$ cat config.mk
export PLATFORM = sky130hd
export DESIGN_NAME = tpc_timers
export DESIGN_NICKNAME = d
export VERILOG_FILES = /design/src/tpc_timers.v
export VERILOG_INCLUDE_DIRS = /design/src /design/src/src
export SDC_FILE = /design/constraint.sdc
export NUM_CORES = 1
export LEC_CHECK = 0
export BUFFER_PORTS_ARGS = -buffer_cell sky130_fd_sc_hd__buf_2
export CAP_MARGIN = 10
export CORE_UTILIZATION = 55
export CTS_CLUSTER_DIAMETER = 60
export DETAILED_ROUTE_END_ITERATION = 10
export PLACE_DENSITY = 0.79
export SKIP_CTS_REPAIR_TIMING = 1
export SLEW_MARGIN = 20
export SYNTH_ARGS = -nofsm -noshare
export SYNTH_HDL_FRONTEND = slang
export SYNTH_SLANG_ARGS = --single-unit
export TNS_END_PERCENT = 1
$ cat constraint.sdc
create_clock -name I_REF_CLK -period 3.58 [get_ports I_REF_CLK]
set_input_delay 0.716 -clock I_REF_CLK [delete_from_list [all_inputs] [get_ports I_REF_CLK]]
set_output_delay 0.716 -clock I_REF_CLK [all_outputs]
set_load 0.05 [all_outputs]
$ cat src/tpc_defs.vh
// Register map, field positions, reset values and mode codes of the timer block
`ifndef TPC_DEFS_VH
`define TPC_DEFS_VH

// Register indices; the APB byte address is four times the index
`define TPC_IDX_IRQ_FLAGS 10'h00c
`define TPC_IDX_UNIT2_FLAGS 10'h00d
`define TPC_IDX_WIDE_LOW 10'h00e
`define TPC_IDX_WIDE_HIGH 10'h00f
`define TPC_IDX_WIDE_CTRL 10'h010
`define TPC_IDX_PER_COUNT 10'h011
`define TPC_IDX_PER_CTRL 10'h012
`define TPC_IDX_UNIT1_CTRL 10'h017
`define TPC_IDX_UNIT2_CTRL 10'h01d
`define TPC_IDX_IRQ_ENABLES 10'h08c
`define TPC_IDX_PER_LIMIT 10'h092

// Reset values
`define TPC_RST_WIDE_CTRL 8'h00
`define TPC_RST_PER_CTRL 8'h00
`define TPC_RST_PER_COUNT 8'h00
`define TPC_RST_PER_LIMIT 8'hff
`define TPC_RST_FLAGS 8'h00
`define TPC_RST_UNIT_CTRL 8'h00

// Wide timer control fields
`define TPC_WC_ON 0
`define TPC_WC_EXT 1
`define TPC_WC_ASYNC 2
`define TPC_WC_OSC_EN 3
`define TPC_WC_PS_LO 4
`define TPC_WC_MASK 8'h3f

// Period timer control fields
`define TPC_PC_PS_LO 0
`define TPC_PC_ON 2
`define TPC_PC_POST_LO 3
`define TPC_PC_MASK 8'h7f

// Flag bit positions
`define TPC_FL_WIDE_OVF 0
`define TPC_FL_PERIOD 1
`define TPC_FL_UNIT1 2
`define TPC_FL_UNIT2 0

// Unit control fields and mode codes
`define TPC_UC_MASK 8'h3f
`define TPC_UM_OFF 4'h0
`define TPC_UM_CAP_FALL 4'h4
`define TPC_UM_CAP_RISE 4'h5
`define TPC_UM_CAP_RISE4 4'h6
`define TPC_UM_CAP_RISE16 4'h7
`define TPC_UM_CMP_SET 4'h8
`define TPC_UM_CMP_CLR 4'h9
`define TPC_UM_CMP_SOFT 4'ha
`define TPC_UM_CMP_TRIG 4'hb

// Period timer prescale limits (ratio minus one)
`define TPC_PER_PS1 4'h0
`define TPC_PER_PS4 4'h3
`define TPC_PER_PS16 4'hf

`endif

$ cat src/tpc_timers.v
// Wide timer, period timer and capture/compare unit mode logic behind an APB slave
`timescale 1ns/100ps
//
// Operation
// (RULE1) Oscillator runs only while its enable bit set
// (RULE2) Trigger mode compare match zeroes wide timer
// (RULE3) Trigger reset never sets wide overflow flag
// (RULE4) Software count write beats coincident trigger reset
// (RULE5) Software uses synchronous modes for trigger resets
// (RULE6) Wide count bytes survive every reset
// (RULE7) Wide control cleared only by power/brown-out reset
// (RULE8) Count byte write clears wide prescaler
// (RULE9) Period timer: 8-bit RW, cleared on reset
// (RULE10) Period prescale 1, 4 or 16
// (RULE11) Count to limit, then wrap to zero
// (RULE12) Period limit RW, reset to all ones
// (RULE13) Postscaler 1..16 sets period flag
// (RULE14) Control bit 2 enables period counting
// (RULE15) Count/control write or reset clears scalers
// (RULE16) Control write leaves period count alone
// (RULE17) Pre-postscaler match offered to serial port
// (RULE18) Mode 0000 switches unit off, idle
// (RULE19) Modes 0100-0111 select capture edge scaling
// (RULE20) Compare set, clear or soft, flag set
// (RULE21) Mode 1011 flags, resets timer, unit two converts
// (RULE22) Modes 11xx: bits 5-4 are duty low bits
`include "tpc_defs.vh"

module tpc_timers (
	input wire I_REF_CLK,
	input wire I_RST,
	input wire I_POR_BOR,
	input wire I_PSEL,
	input wire I_PENABLE,
	input wire I_PWRITE,
	input wire [11:0] I_PADDR,
	input wire [31:0] I_PWDATA,
	output wire [31:0] O_PRDATA,
	output wire O_PREADY,
	output wire O_PSLVERR,
	input wire I_WIDE_EXT_CLK,
	input wire [1:0] I_UNIT_PIN,
	input wire [1:0] I_UNIT_MATCH,
	input wire I_ADC_ENABLE,
	output wire O_SEC_OSC_EN,
	output wire O_PERIOD_MATCH,
	output wire [1:0] O_UNIT_OUT,
	output wire [1:0] O_UNIT_CAPTURE,
	output wire [1:0] O_UNIT_PWM,
	output wire [3:0] O_UNIT_DUTY_LOW,
	output wire O_ADC_START
);

	reg [31:0] prdata_q;
	reg [31:0] prdata_d;
	reg pready_q;
	reg pslverr_q;
	reg hit_d;
	reg [7:0] wide_ctrl_q;
	reg [15:0] wide_cnt_q;
	reg [2:0] wide_pre_q;
	reg wide_ext_prev_q;
	reg [7:0] per_ctrl_q;
	reg [7:0] per_cnt_q;
	reg [7:0] per_limit_q;
	reg [3:0] per_pre_q;
	reg [3:0] per_post_q;
	reg per_match_q;
	reg [7:0] irq_flags_q;
	reg [7:0] irq_flags_d;
	reg unit2_flag_q;
	reg [7:0] irq_en_q;
	reg adc_start_q;
	wire [9:0] idx;
	wire wr;
	wire wr_wide_low;
	wire wr_wide_high;
	wire wr_wide_ctrl;
	wire wr_per_cnt;
	wire wr_per_ctrl;
	wire [1:0] wr_unit;
	wire [1:0] unit_set;
	wire [1:0] unit_trig;
	wire [15:0] unit_ctrl_rd;
	wire wide_src;
	wire [2:0] wide_lim;
	wire wide_inc;
	wire per_tick;
	wire per_match;
	reg [3:0] per_lim;

	assign idx = I_PADDR[11:2];
	// Writes land at the access edge, the only edge where pready is high
	assign wr = I_PSEL & I_PENABLE & I_PWRITE & pready_q;
	assign wr_wide_low = wr & (idx == `TPC_IDX_WIDE_LOW);
	assign wr_wide_high = wr & (idx == `TPC_IDX_WIDE_HIGH);
	assign wr_wide_ctrl = wr & (idx == `TPC_IDX_WIDE_CTRL);
	assign wr_per_cnt = wr & (idx == `TPC_IDX_PER_COUNT);
	assign wr_per_ctrl = wr & (idx == `TPC_IDX_PER_CTRL);
	assign wr_unit[0] = wr & (idx == `TPC_IDX_UNIT1_CTRL);
	assign wr_unit[1] = wr & (idx == `TPC_IDX_UNIT2_CTRL);

	// Read mux and address decode, sampled in the setup cycle
	always @* begin
		prdata_d = 32'h0000_0000;
		hit_d = 1'b1;
		case (idx)
			`TPC_IDX_IRQ_FLAGS: prdata_d[7:0] = irq_flags_q;
			`TPC_IDX_UNIT2_FLAGS: prdata_d[0] = unit2_flag_q;
			`TPC_IDX_WIDE_LOW: prdata_d[7:0] = wide_cnt_q[7:0];
			`TPC_IDX_WIDE_HIGH: prdata_d[7:0] = wide_cnt_q[15:8];
			`TPC_IDX_WIDE_CTRL: prdata_d[7:0] = wide_ctrl_q;
			`TPC_IDX_PER_COUNT: prdata_d[7:0] = per_cnt_q;
			`TPC_IDX_PER_CTRL: prdata_d[7:0] = per_ctrl_q;
			`TPC_IDX_UNIT1_CTRL: prdata_d[7:0] = unit_ctrl_rd[7:0];
			`TPC_IDX_UNIT2_CTRL: prdata_d[7:0] = unit_ctrl_rd[15:8];
			`TPC_IDX_IRQ_ENABLES: prdata_d[7:0] = irq_en_q;
			`TPC_IDX_PER_LIMIT: prdata_d[7:0] = per_limit_q;
			default: hit_d = 1'b0;
		endcase
		if (I_PADDR[1:0] != 2'b00) begin
			hit_d = 1'b0;
			prdata_d = 32'h0000_0000;
		end
	end

	// APB answer: one access cycle, no wait states; unmapped gives an error
	always @(posedge I_REF_CLK) begin
		if (I_RST) begin
			pready_q <= 1'b0;
			pslverr_q <= 1'b0;
			prdata_q <= 32'h0000_0000;
		end else if (I_PSEL & ~I_PENABLE) begin
			pready_q <= 1'b1;
			pslverr_q <= ~hit_d;
			prdata_q <= I_PWRITE ? 32'h0000_0000 : prdata_d;
		end else begin
			pready_q <= 1'b0;
			pslverr_q <= 1'b0;
			prdata_q <= 32'h0000_0000;
		end
	end

	// Wide timer control survives ordinary resets, only power/brown-out clears it
	always @(posedge I_REF_CLK) begin
		if (I_RST & I_POR_BOR) begin
			wide_ctrl_q <= `TPC_RST_WIDE_CTRL; // RULE7
		end else if (wr_wide_ctrl) begin
			wide_ctrl_q <= I_PWDATA[7:0] & `TPC_WC_MASK;
		end
	end

	// Plain sampled edge detect; the pin is taken as synchronous to the clock
	assign wide_src = wide_ctrl_q[`TPC_WC_EXT] ? (I_WIDE_EXT_CLK & ~wide_ext_prev_q) : 1'b1;
	assign wide_lim = (3'h1 << wide_ctrl_q[`TPC_WC_PS_LO +: 2]) - 3'h1;
	assign wide_inc = wide_ctrl_q[`TPC_WC_ON] & wide_src & (wide_pre_q == wide_lim);
	assign unit_trig = I_UNIT_MATCH & unit_is_trig(unit_ctrl_rd);

	function [1:0] unit_is_trig;
		input [15:0] ctrl;
		begin
			unit_is_trig[0] = ctrl[3:0] == `TPC_UM_CMP_TRIG;
			unit_is_trig[1] = ctrl[11:8] == `TPC_UM_CMP_TRIG;
		end
	endfunction

	// Wide prescaler: cleared by any count byte write
	always @(posedge I_REF_CLK) begin
		wide_ext_prev_q <= I_WIDE_EXT_CLK;
		if (I_RST | wr_wide_low | wr_wide_high) begin
			wide_pre_q <= 3'h0; // RULE8
		end else if (wide_ctrl_q[`TPC_WC_ON] & wide_src) begin
			wide_pre_q <= (wide_pre_q == wide_lim) ? 3'h0 : wide_pre_q + 3'h1;
		end
	end

	// Wide count has no reset at all: it keeps its value through every reset
	// Priority: software write, then trigger reset, then increment
	always @(posedge I_REF_CLK) begin // RULE6
		if (wr_wide_low | wr_wide_high) begin
			if (wr_wide_low) begin
				wide_cnt_q[7:0] <= I_PWDATA[7:0]; // RULE4
			end
			if (wr_wide_high) begin
				wide_cnt_q[15:8] <= I_PWDATA[7:0]; // RULE4
			end
		end else if (|unit_trig) begin
			// Reset is applied in every mode; asynchronous mode is software's risk
			wide_cnt_q <= 16'h0000; // RULE2 RULE5
		end else if (wide_inc) begin
			wide_cnt_q <= wide_cnt_q + 16'h0001;
		end
	end

	// Period prescale limit from the select field; code 1x means 16
	always @* begin
		case (per_ctrl_q[`TPC_PC_PS_LO +: 2])
			2'b00: per_lim = `TPC_PER_PS1; // RULE10
			2'b01: per_lim = `TPC_PER_PS4; // RULE10
			default: per_lim = `TPC_PER_PS16; // RULE10
		endcase
	end

	assign per_tick = per_ctrl_q[`TPC_PC_ON] & (per_pre_q == per_lim); // RULE14
	assign per_match = per_tick & (per_cnt_q == per_limit_q);

	// Period control and limit registers
	always @(posedge I_REF_CLK) begin
		if (I_RST) begin
			per_ctrl_q <= `TPC_RST_PER_CTRL;
			per_limit_q <= `TPC_RST_PER_LIMIT; // RULE12
		end else begin
			if (wr_per_ctrl) begin
				per_ctrl_q <= I_PWDATA[7:0] & `TPC_PC_MASK;
			end
			if (wr & (idx == `TPC_IDX_PER_LIMIT)) begin
				per_limit_q <= I_PWDATA[7:0]; // RULE12
			end
		end
	end

	// Period count: a control write does not touch it
	always @(posedge I_REF_CLK) begin
		if (I_RST) begin
			per_cnt_q <= `TPC_RST_PER_COUNT; // RULE9
		end else if (wr_per_cnt) begin
			per_cnt_q <= I_PWDATA[7:0]; // RULE9 RULE16
		end else if (per_match) begin
			per_cnt_q <= 8'h00; // RULE11
		end else if (per_tick) begin
			per_cnt_q <= per_cnt_q + 8'h01; // RULE11
		end
	end

	// Pre- and postscaler counters, cleared by count or control writes
	always @(posedge I_REF_CLK) begin
		if (I_RST | wr_per_cnt | wr_per_ctrl) begin
			per_pre_q <= 4'h0; // RULE15
			per_post_q <= 4'h0; // RULE15
		end else begin
			if (per_ctrl_q[`TPC_PC_ON]) begin
				per_pre_q <= per_tick ? 4'h0 : per_pre_q + 4'h1;
			end
			if (per_match) begin
				if (per_post_q == per_ctrl_q[`TPC_PC_POST_LO +: 4]) begin
					per_post_q <= 4'h0; // RULE13
				end else begin
					per_post_q <= per_post_q + 4'h1; // RULE13
				end
			end
		end
	end

	// Match pulse to the serial port is taken before the postscaler
	always @(posedge I_REF_CLK) begin
		if (I_RST) begin
			per_match_q <= 1'b0;
		end else begin
			per_match_q <= per_match; // RULE17
		end
	end

	// Flags: hardware set wins over a software clear in the same cycle
	always @* begin
		irq_flags_d = irq_flags_q;
		if (wr & (idx == `TPC_IDX_IRQ_FLAGS)) begin
			irq_flags_d = 8'h00;
			irq_flags_d[`TPC_FL_WIDE_OVF] = I_PWDATA[`TPC_FL_WIDE_OVF];
			irq_flags_d[`TPC_FL_PERIOD] = I_PWDATA[`TPC_FL_PERIOD];
			irq_flags_d[`TPC_FL_UNIT1] = I_PWDATA[`TPC_FL_UNIT1];
		end
		// Only a real rollover sets it; a trigger reset blocks the increment
		if (wide_inc & ~(|unit_trig) & ~wr_wide_low & ~wr_wide_high &
			(wide_cnt_q == 16'hffff)) begin
			irq_flags_d[`TPC_FL_WIDE_OVF] = 1'b1; // RULE3
		end
		if (per_match & (per_post_q == per_ctrl_q[`TPC_PC_POST_LO +: 4])) begin
			irq_flags_d[`TPC_FL_PERIOD] = 1'b1; // RULE13
		end
		if (unit_set[0]) begin
			irq_flags_d[`TPC_FL_UNIT1] = 1'b1; // RULE20 RULE21
		end
	end

	// Flag and enable registers; the enables only store for software
	always @(posedge I_REF_CLK) begin
		if (I_RST) begin
			irq_flags_q <= `TPC_RST_FLAGS;
			unit2_flag_q <= 1'b0;
			irq_en_q <= `TPC_RST_FLAGS;
			adc_start_q <= 1'b0;
		end else begin
			irq_flags_q <= irq_flags_d;
			if (unit_set[1]) begin
				unit2_flag_q <= 1'b1; // RULE20 RULE21
			end else if (wr & (idx == `TPC_IDX_UNIT2_FLAGS)) begin
				unit2_flag_q <= I_PWDATA[`TPC_FL_UNIT2];
			end
			if (wr & (idx == `TPC_IDX_IRQ_ENABLES)) begin
				irq_en_q <= I_PWDATA[7:0];
			end
			adc_start_q <= unit_trig[1] & I_ADC_ENABLE; // RULE21
		end
	end

	// Two identical capture/compare mode units
	genvar gi;
	generate
		for (gi = 0; gi < 2; gi = gi + 1) begin : g_unit
			reg [7:0] ctrl_q;
			reg [3:0] cap_pre_q;
			reg pin_prev_q;
			reg out_q;
			reg cap_q;
			reg pwm_q;
			reg [1:0] duty_q;
			wire [3:0] mode;
			wire rise;
			wire fall;
			wire is_cap;
			wire cap_evt;
			wire cmp_evt;

			assign mode = ctrl_q[3:0];
			assign rise = I_UNIT_PIN[gi] & ~pin_prev_q;
			assign fall = ~I_UNIT_PIN[gi] & pin_prev_q;
			assign is_cap = mode[3:2] == 2'b01;
			// Capture event per selected edge and scaling
			assign cap_evt = ((mode == `TPC_UM_CAP_FALL) & fall) |
				((mode == `TPC_UM_CAP_RISE) & rise) |
				((mode == `TPC_UM_CAP_RISE4) & rise & (cap_pre_q[1:0] == 2'b11)) |
				((mode == `TPC_UM_CAP_RISE16) & rise & (cap_pre_q == 4'hf)); // RULE19
			assign cmp_evt = (mode[3:2] == 2'b10) & I_UNIT_MATCH[gi]; // RULE20
			assign unit_set[gi] = cap_evt | cmp_evt;
			assign unit_ctrl_rd[gi*8 +: 8] = ctrl_q;

			always @(posedge I_REF_CLK) begin
				pin_prev_q <= I_UNIT_PIN[gi];
				if (I_RST) begin
					ctrl_q <= `TPC_RST_UNIT_CTRL;
					cap_pre_q <= 4'h0;
					out_q <= 1'b0;
					cap_q <= 1'b0;
					pwm_q <= 1'b0;
					duty_q <= 2'b00;
				end else begin
					if (wr_unit[gi]) begin
						ctrl_q <= I_PWDATA[7:0] & `TPC_UC_MASK;
					end
					// Prescaler holds zero whenever the unit is not capturing
					if (~is_cap) begin
						cap_pre_q <= 4'h0; // RULE18
					end else if (rise) begin
						cap_pre_q <= cap_pre_q + 4'h1; // RULE19
					end
					if (mode == `TPC_UM_OFF) begin
						out_q <= 1'b0; // RULE18
					end else if (I_UNIT_MATCH[gi] & (mode == `TPC_UM_CMP_SET)) begin
						out_q <= 1'b1; // RULE20
					end else if (I_UNIT_MATCH[gi] & (mode == `TPC_UM_CMP_CLR)) begin
						out_q <= 1'b0; // RULE20
					end
					cap_q <= cap_evt;
					pwm_q <= mode[3:2] == 2'b11; // RULE22
					duty_q <= (mode[3:2] == 2'b11) ? ctrl_q[5:4] : 2'b00; // RULE22
				end
			end

			assign O_UNIT_OUT[gi] = out_q;
			assign O_UNIT_CAPTURE[gi] = cap_q;
			assign O_UNIT_PWM[gi] = pwm_q;
			assign O_UNIT_DUTY_LOW[gi*2 +: 2] = duty_q;
		end
	endgenerate

	assign O_PRDATA = prdata_q;
	assign O_PREADY = pready_q;
	assign O_PSLVERR = pslverr_q;
	assign O_SEC_OSC_EN = wide_ctrl_q[`TPC_WC_OSC_EN]; // RULE1
	assign O_PERIOD_MATCH = per_match_q;
	assign O_ADC_START = adc_start_q;

endmodule // tpc_timers

Yosys cells after proc, flatten, opt, wreduce, memory -nomap -nowiden

Index checks and enable logic that the tools add are counted.

Bits in registers: 137
Input bits: 56
Word-level logic and storage cells: 218

Add/sub/neg operators: 8
Equality and inequality tests: 43
Shift-type cells: 1
Mux-type cells: 28
Bitwise gates (word level): 78
Reduce and logical (&&, ||, !) cells: 25

Operator list:

| kind                    | number |
|---|---|
| $pmux W7 S10            | 1 |
| $eq A10 B5 Y1 const B   | 5 |
| $and A1 B1 Y1           | 49 |
| $mux W16                | 3 |
| $eq A10 B4 Y1 const B   | 4 |
| $mux W8                 | 5 |
| $eq A4 B3 Y1 const B    | 8 |
| $eq A4 B4 Y1 const B    | 8 |
| $eq A10 B8 Y1 const B   | 2 |
| $add A16 B1 Y16 const B | 1 |
| $add A4 B1 Y4 const B   | 4 |
| $eq A16 B16 Y1 const B  | 1 |
| $reduce_or A2 Y1        | 8 |
| $not A1 Y1              | 15 |
| $reduce_bool A2 Y1      | 7 |
| $mux W1                 | 13 |
| $or A1 B1 Y1            | 13 |
| $eq A2 B2 Y1 const B    | 6 |
| $pmux W1 S11            | 1 |
| $reduce_or A11 Y1       | 1 |
| $add A8 B1 Y8 const B   | 1 |
| $eq A4 B4 Y1            | 2 |
| $eq A8 B8 Y1            | 1 |
| $logic_not A4 Y1        | 2 |
| 15 further kinds        | 22 |

Longest topological paths before layout

Depth after elaboration: 10
Gate-level depth with buffers: 9

Least setup slack after synthesis

Ideal clock, no wire load.

Path kind: input to register
From: input port I_PADDR[4]
To: register wide_cnt_q[10] (enable)
Library setup time: 378 ps
Arrival time: 2438 ps
Slack: 764 ps
Stages on the path: 7
Path buffers: 1
Cells stage by stage: buf_2 -> nor4bb_1 -> nand4b_1 -> nor2_1 -> a311o_1 -> nor2_1 -> a31oi_1

Cells in the longest elaborated chain, start to end: 5

RTL lines:

| what                                                                       | RTL line                         | text |
|---|---|---|
| from (decl)                                                                | tpc_timers.v:36                  | `input wire [11:0] I_PADDR,` |
| $eq A10 B4 Y1                                                              | --                               |  |
| $and A1 B1 Y1 (on tied branches)                                           | tpc_timers.v:95, tpc_timers.v:96 |  |
| $or A1 B1 Y1                                                               | tpc_timers.v:180                 | `if (wr_wide_low \| wr_wide_high) begin` |
| $ne A2 B2 Y1 (no source line) / $reduce_bool A3 Y1 (equally long branches) | --                               |  |
| $reduce_and A2 Y1 (no source line) *                                       | --                               |  |
| to (signal assigned)                                                       | tpc_timers.v:185                 | `wide_cnt_q[15:8] <= I_PWDATA[7:0];` |
| to (signal assigned)                                                       | tpc_timers.v:191                 | `wide_cnt_q <= wide_cnt_q + 16'h0001;` |
| to (decl)                                                                  | tpc_timers.v:60                  | `reg [15:0] wide_cnt_q;` |

Mark *: on every way between the ends. The rest lies on a longest branch, timed or not.
A chain may end at the register's enable or synchronous reset.

Worst setup path in the final report

From: input port I_PADDR[11]
To: register per_post_q[3]

Cells in the longest elaborated chain, start to end: 4

RTL lines:

| what                 | RTL line         | text |
|---|---|---|
| $eq A10 B5 Y1        | --               |  |
| $and A1 B1 Y1        | tpc_timers.v:98  | `` assign wr_per_cnt = wr & (idx == `TPC_IDX_PER_COUNT); `` |
| $or A1 B1 Y1         | tpc_timers.v:237 | `if (I_RST \| wr_per_cnt \| wr_per_ctrl) begin` |
| $or A1 B1 Y1 *       | tpc_timers.v:237 |  |
| to (signal assigned) | tpc_timers.v:248 | `per_post_q <= per_post_q + 4'h1;` |
| to (decl)            | tpc_timers.v:67  | `reg [3:0] per_post_q;` |

Marks and branches as above.

==> flow_results.org <==
** Clocking
- Clock latency on the worst-skew pair :: ~0.54 ns
- Clock buffer depth :: 2
- Clock-pin slew was measured on the worst setup and hold paths at ~0.06 ns.
- Clock tree from TritonCTS :: done
- CTS built an H-tree with a depth of 4.
- The cell sitting at the root of the clock tree is a sky130_fd_sc_hd__clkbuf_8.
- Counting the buffers created by CTS gives 17.
- Number of sinks handled by clock tree synthesis :: around 110

** Detailed routing
- Once detail routing completed, the nets flagged for antenna violations numbered 0.
- Residual DRC count :: 0
- After detailed routing, the number of vias per cell comes to 6.16.
- Iteration count of the initial detailed-routing pass :: 5
- Summed over all layers, the routed wires come to 16200 µm.
- Initial DRC Count :: around 550
- The detailed router placed 5360 vias in this run.
- After detailed routing, the average wire length per cell comes to 18.6 µm.

** Synth
- Post-synthesis cell type with the largest combined area :: sky130_fd_sc_hd__dfxtp_1
- The cell area that synthesis handed to floorplanning was 5890 µm².
- Cell count after synthesis :: 685
- Number of flip-flops and latches in the synthesized netlist :: about 110
- Counting flops with a built-in enable in the synthesized netlist gives 16.
- Number of distinct library cells after synthesis :: 69
- Among all flip-flop cells after synthesis, the most frequent one is sky130_fd_sc_hd__dfxtp_1.
- Top cell type's share of synthesized area :: about a third
- Yosys warns :: 0
- Averaged over all synthesized cells, the footprint is about 8.6 µm².
- For this run, the register share of the synthesized area comes to 41.1%.
- After synthesis, the share of flip-flops with an asynchronous set or reset is 0%.
- In the post-synthesis netlist, the biggest area contributors are sky130_fd_sc_hd__dfxtp_1, sky130_fd_sc_hd__edfxtp_1, sky130_fd_sc_hd__a21oi_1, sky130_fd_sc_hd__nand2_1, sky130_fd_sc_hd__buf_4.

** Finish
- The library cell used most frequently in the layout, excluding fill and tap cells, is sky130_fd_sc_hd__dfxtp_1.
- The layout has 882 filler cells.
- The final layout contains 784 nets.
- Once layout is complete, the cells apart from fillers number between 800 and 900.
- With fillers left out, the area of the finished cells amounts to 6660 µm².
- Area used by multi-input combinational logic :: 3130 µm²
- Sequential Area :: 2420 µm²
- Layout cell share with drive strength beyond 1 :: around 15%
- Antenna fix cells :: 0
- Relative to the synthesized area, the layout overhead comes to 13.1%.
- Cells fill between 60% and 70% of the core in the end.
- In the layout the commonest cells are sky130_fd_sc_hd__dfxtp_1, sky130_fd_sc_hd__nand2_1, sky130_fd_sc_hd__nor2_1.

** Timing
- Share of the cycle needed by the critical path after routing :: 69.0%
- The number of slew-limit violations in the final report was 0.
- Setup violations remaining at the end of the flow were counted as 0.
- Worst setup skew after layout :: 0.0131 ns
- Max-Slew Margin vs Limit :: a little under two fifths
- On the final layout, the worst hold slack is 0.293 ns.
- The routed design could run at a clock period as short as roughly 2.5 ns.
- Setup repair after global routing left no endpoint under its margin.
- For the final routed database, the setup TNS stands at 0 ns.
- The number of hold violations in the final report was 0.
- For the pin with the worst max-slew slack, the measured transition is 0.928 ns.
- Maximum operating frequency :: around 400 MHz

** Setup path
- Critical Path Start Type :: primary input
- Grouping stages by cell kind, the critical path spends the most delay in simple AND/OR/NAND/NOR gates.
- Counting both buffers and inverters, the worst setup path holds a total of 1.
- The slowest stage of the critical path belongs to the cell sky130_fd_sc_hd__or4b_1.
- Arrival time worst endpoint :: 2.90 ns
- The worst setup path is of the in2reg kind.
- Of all nets on the critical path, the largest fanout is 10.
- Critical Path Sink Type :: flop
- The critical path crosses 7 cells after its start point.
- For this run, the slowest stage of the critical path takes slightly above 0.6 ns.
- Required @ worst endpoint :: 4.01 ns
- The critical path goes through buf_2 -> or4b_1 -> or2_1 -> or3_1 -> nand3b_1 -> or2b_1 -> nor2_1.
- Depth of the worst register-to-register path :: 7

** Power
- In this run the static leakage power is between 2 and 3 nW.
- Power spread over the standard cell area amounts to 457 nW/µm².
- Max rail drop VDD :: 0.280 mV

** Floorplanning
- Effective utilization at floorplan :: 56.8%
- Measured along the y axis, the die boundary spans 105 µm.
- Io pins :: approximately 100
- In this run the horizontal extent of the chip is 105 µm.
- Placement Rows :: 37
- The die covers 11100 µm².
- The floorplan step defined a core boundary enclosing 10400 µm².

** Min path
- Counting instances, the worst hold path has a depth of 1.
- The worst hold path belongs to the class in2reg.

** GRT
- Summed over all layers, the global routing overflow is 0.
- The number of global-route vias before repair came to between 4k and 5k.
- The first global-routing pass estimated around 25000 µm of wire.
- Entering global routing, the biggest net connects 41 pins.
- Total Routing Usage GR :: 30.1%
- The number of antenna violations at the first check in global routing was 1.

** Placed design
- Detailed placement HPWL :: 11300 µm
- Post-DP Area :: about 6000 µm²
- The congestion estimate from routability-driven global placement came to slightly below 1.
- During placement, the flow inserted port buffers numbering 54.
- After detailed placement, the design holds a cell count of 838.

** Flow run
- Max-capacitance violation count :: 0

** Status
- Run status :: finished clean
-- power breakdown --
part / total (mW) / leakage, nW / internal [mW] / switching (mW)
clock: 1.58 / 0.274 / 0.972 / 0.608
combinational: 0.172 / 1.37 / 0.0373 / 0.134
sequential: 1.29 / 0.927 / 1.29 / 0.00658
-- per-stage QoR --
step,setup WS (ns),power (mW)
floorplan,0.764,1.46
global placement,0.633,1.49
detailed placement,0.602,1.49
CTS,1.16,3.06
global route,1.02,3.13
finish,1.11,3.05
-- worst reg2reg max path: cells and delay by family (launching register included) --
kind | cells | cell delay (ns)
simple gates | 3 | 0.80
flops | 1 | 0.46
buf+inv | 2 | 0.39
compound gates | 2 | 0.35
-- cell type report --
cell class | count | area share (%)
multi-input combinational | 517 | 47.0
sequential | 113 | 36.4
clock buffer | 22 | 6.97
timing repair buffer | 67 | 5.52
tap | 136 | 2.56
clock inverter | 10 | 1.24
inverter | 5 | 0.282
-- path summary, 6_finish.rpt --
path | slack (ns) | endpoint | from
hold reg to reg | 0.46 | irq_en_q[1] | irq_en_q[1]
setup / recovery | 1.11 | per_post_q[3] | I_PADDR[11]
hold / removal | 0.29 | wide_ext_prev_q | I_WIDE_EXT_CLK
setup reg to reg | 1.27 | wide_cnt_q[11] | g_unit[1].ctrl_q[1]
-- synthesized netlist by cell type, types with 3 or more instances --
cell / number
sky130_fd_sc_hd__nor2b_1: 16
sky130_fd_sc_hd__buf_4: 31
sky130_fd_sc_hd__inv_1: 5
sky130_fd_sc_hd__nor3_1: 24
sky130_fd_sc_hd__a211o_1: 8
sky130_fd_sc_hd__xor2_1: 23
sky130_fd_sc_hd__o21ai_0: 25
sky130_fd_sc_hd__mux2i_1: 23
sky130_fd_sc_hd__buf_2: 7
sky130_fd_sc_hd__a221oi_1: 6
sky130_fd_sc_hd__nor3b_1: 6
sky130_fd_sc_hd__or3_1: 4
sky130_fd_sc_hd__o41ai_1: 4
sky130_fd_sc_hd__a22oi_1: 5
sky130_fd_sc_hd__nand4_1: 11
sky130_fd_sc_hd__ha_1: 7
sky130_fd_sc_hd__nor2_1: 59
sky130_fd_sc_hd__or3b_2: 3
sky130_fd_sc_hd__and3b_1: 4
sky130_fd_sc_hd__nor4_1: 3
sky130_fd_sc_hd__nor4b_1: 4
sky130_fd_sc_hd__a21oi_1: 55
sky130_fd_sc_hd__buf_1: 4
sky130_fd_sc_hd__and3_1: 13
sky130_fd_sc_hd__and4_1: 3
sky130_fd_sc_hd__a31oi_1: 3
sky130_fd_sc_hd__xnor2_1: 15
sky130_fd_sc_hd__nand2_1: 67
sky130_fd_sc_hd__a22o_1: 5
sky130_fd_sc_hd__nand3_1: 43
sky130_fd_sc_hd__a211oi_1: 6
sky130_fd_sc_hd__dfxtp_1: 97
sky130_fd_sc_hd__mux2_2: 5
sky130_fd_sc_hd__edfxtp_1: 16
sky130_fd_sc_hd__and2_1: 6
sky130_fd_sc_hd__or2_2: 3
sky130_fd_sc_hd__clkbuf_1: 30
-- sequential cells by signal, indices dropped and copies added (netlist names), 7 cells and up --
name	flops
g_unit.ctrl_q	12
wide_cnt_q	16
irq_en_q	8
per_ctrl_q	7
per_limit_q	8
per_cnt_q	8
g_unit.cap_pre_q	8
O_PRDATA	8
-- kinds of logic (layout without fill, tap and decap cells) --
family / count (synthesis) / in the layout / share of synthesized area (%)
simple gates: 281 / 281 / 24.4
compound gates: 139 / 139 / 15.3
flops: 113 / 113 / 41.1
buf+inv: 78 / 104 / 7.12
xor+xnor: 38 / 38 / 5.65
mux: 28 / 28 / 4.87
fa+ha+maj: 7 / 7 / 1.49
other cells: 1 / 24 / 0.0637
-- per-layer routing --
layer	wire, µm	global-route usage [%]
met4	442	13.1
met3	1550	8.16
met5	0	0
met1	6810	39.1
met2	7400	46.9
(Power assumes the default switching activity.)
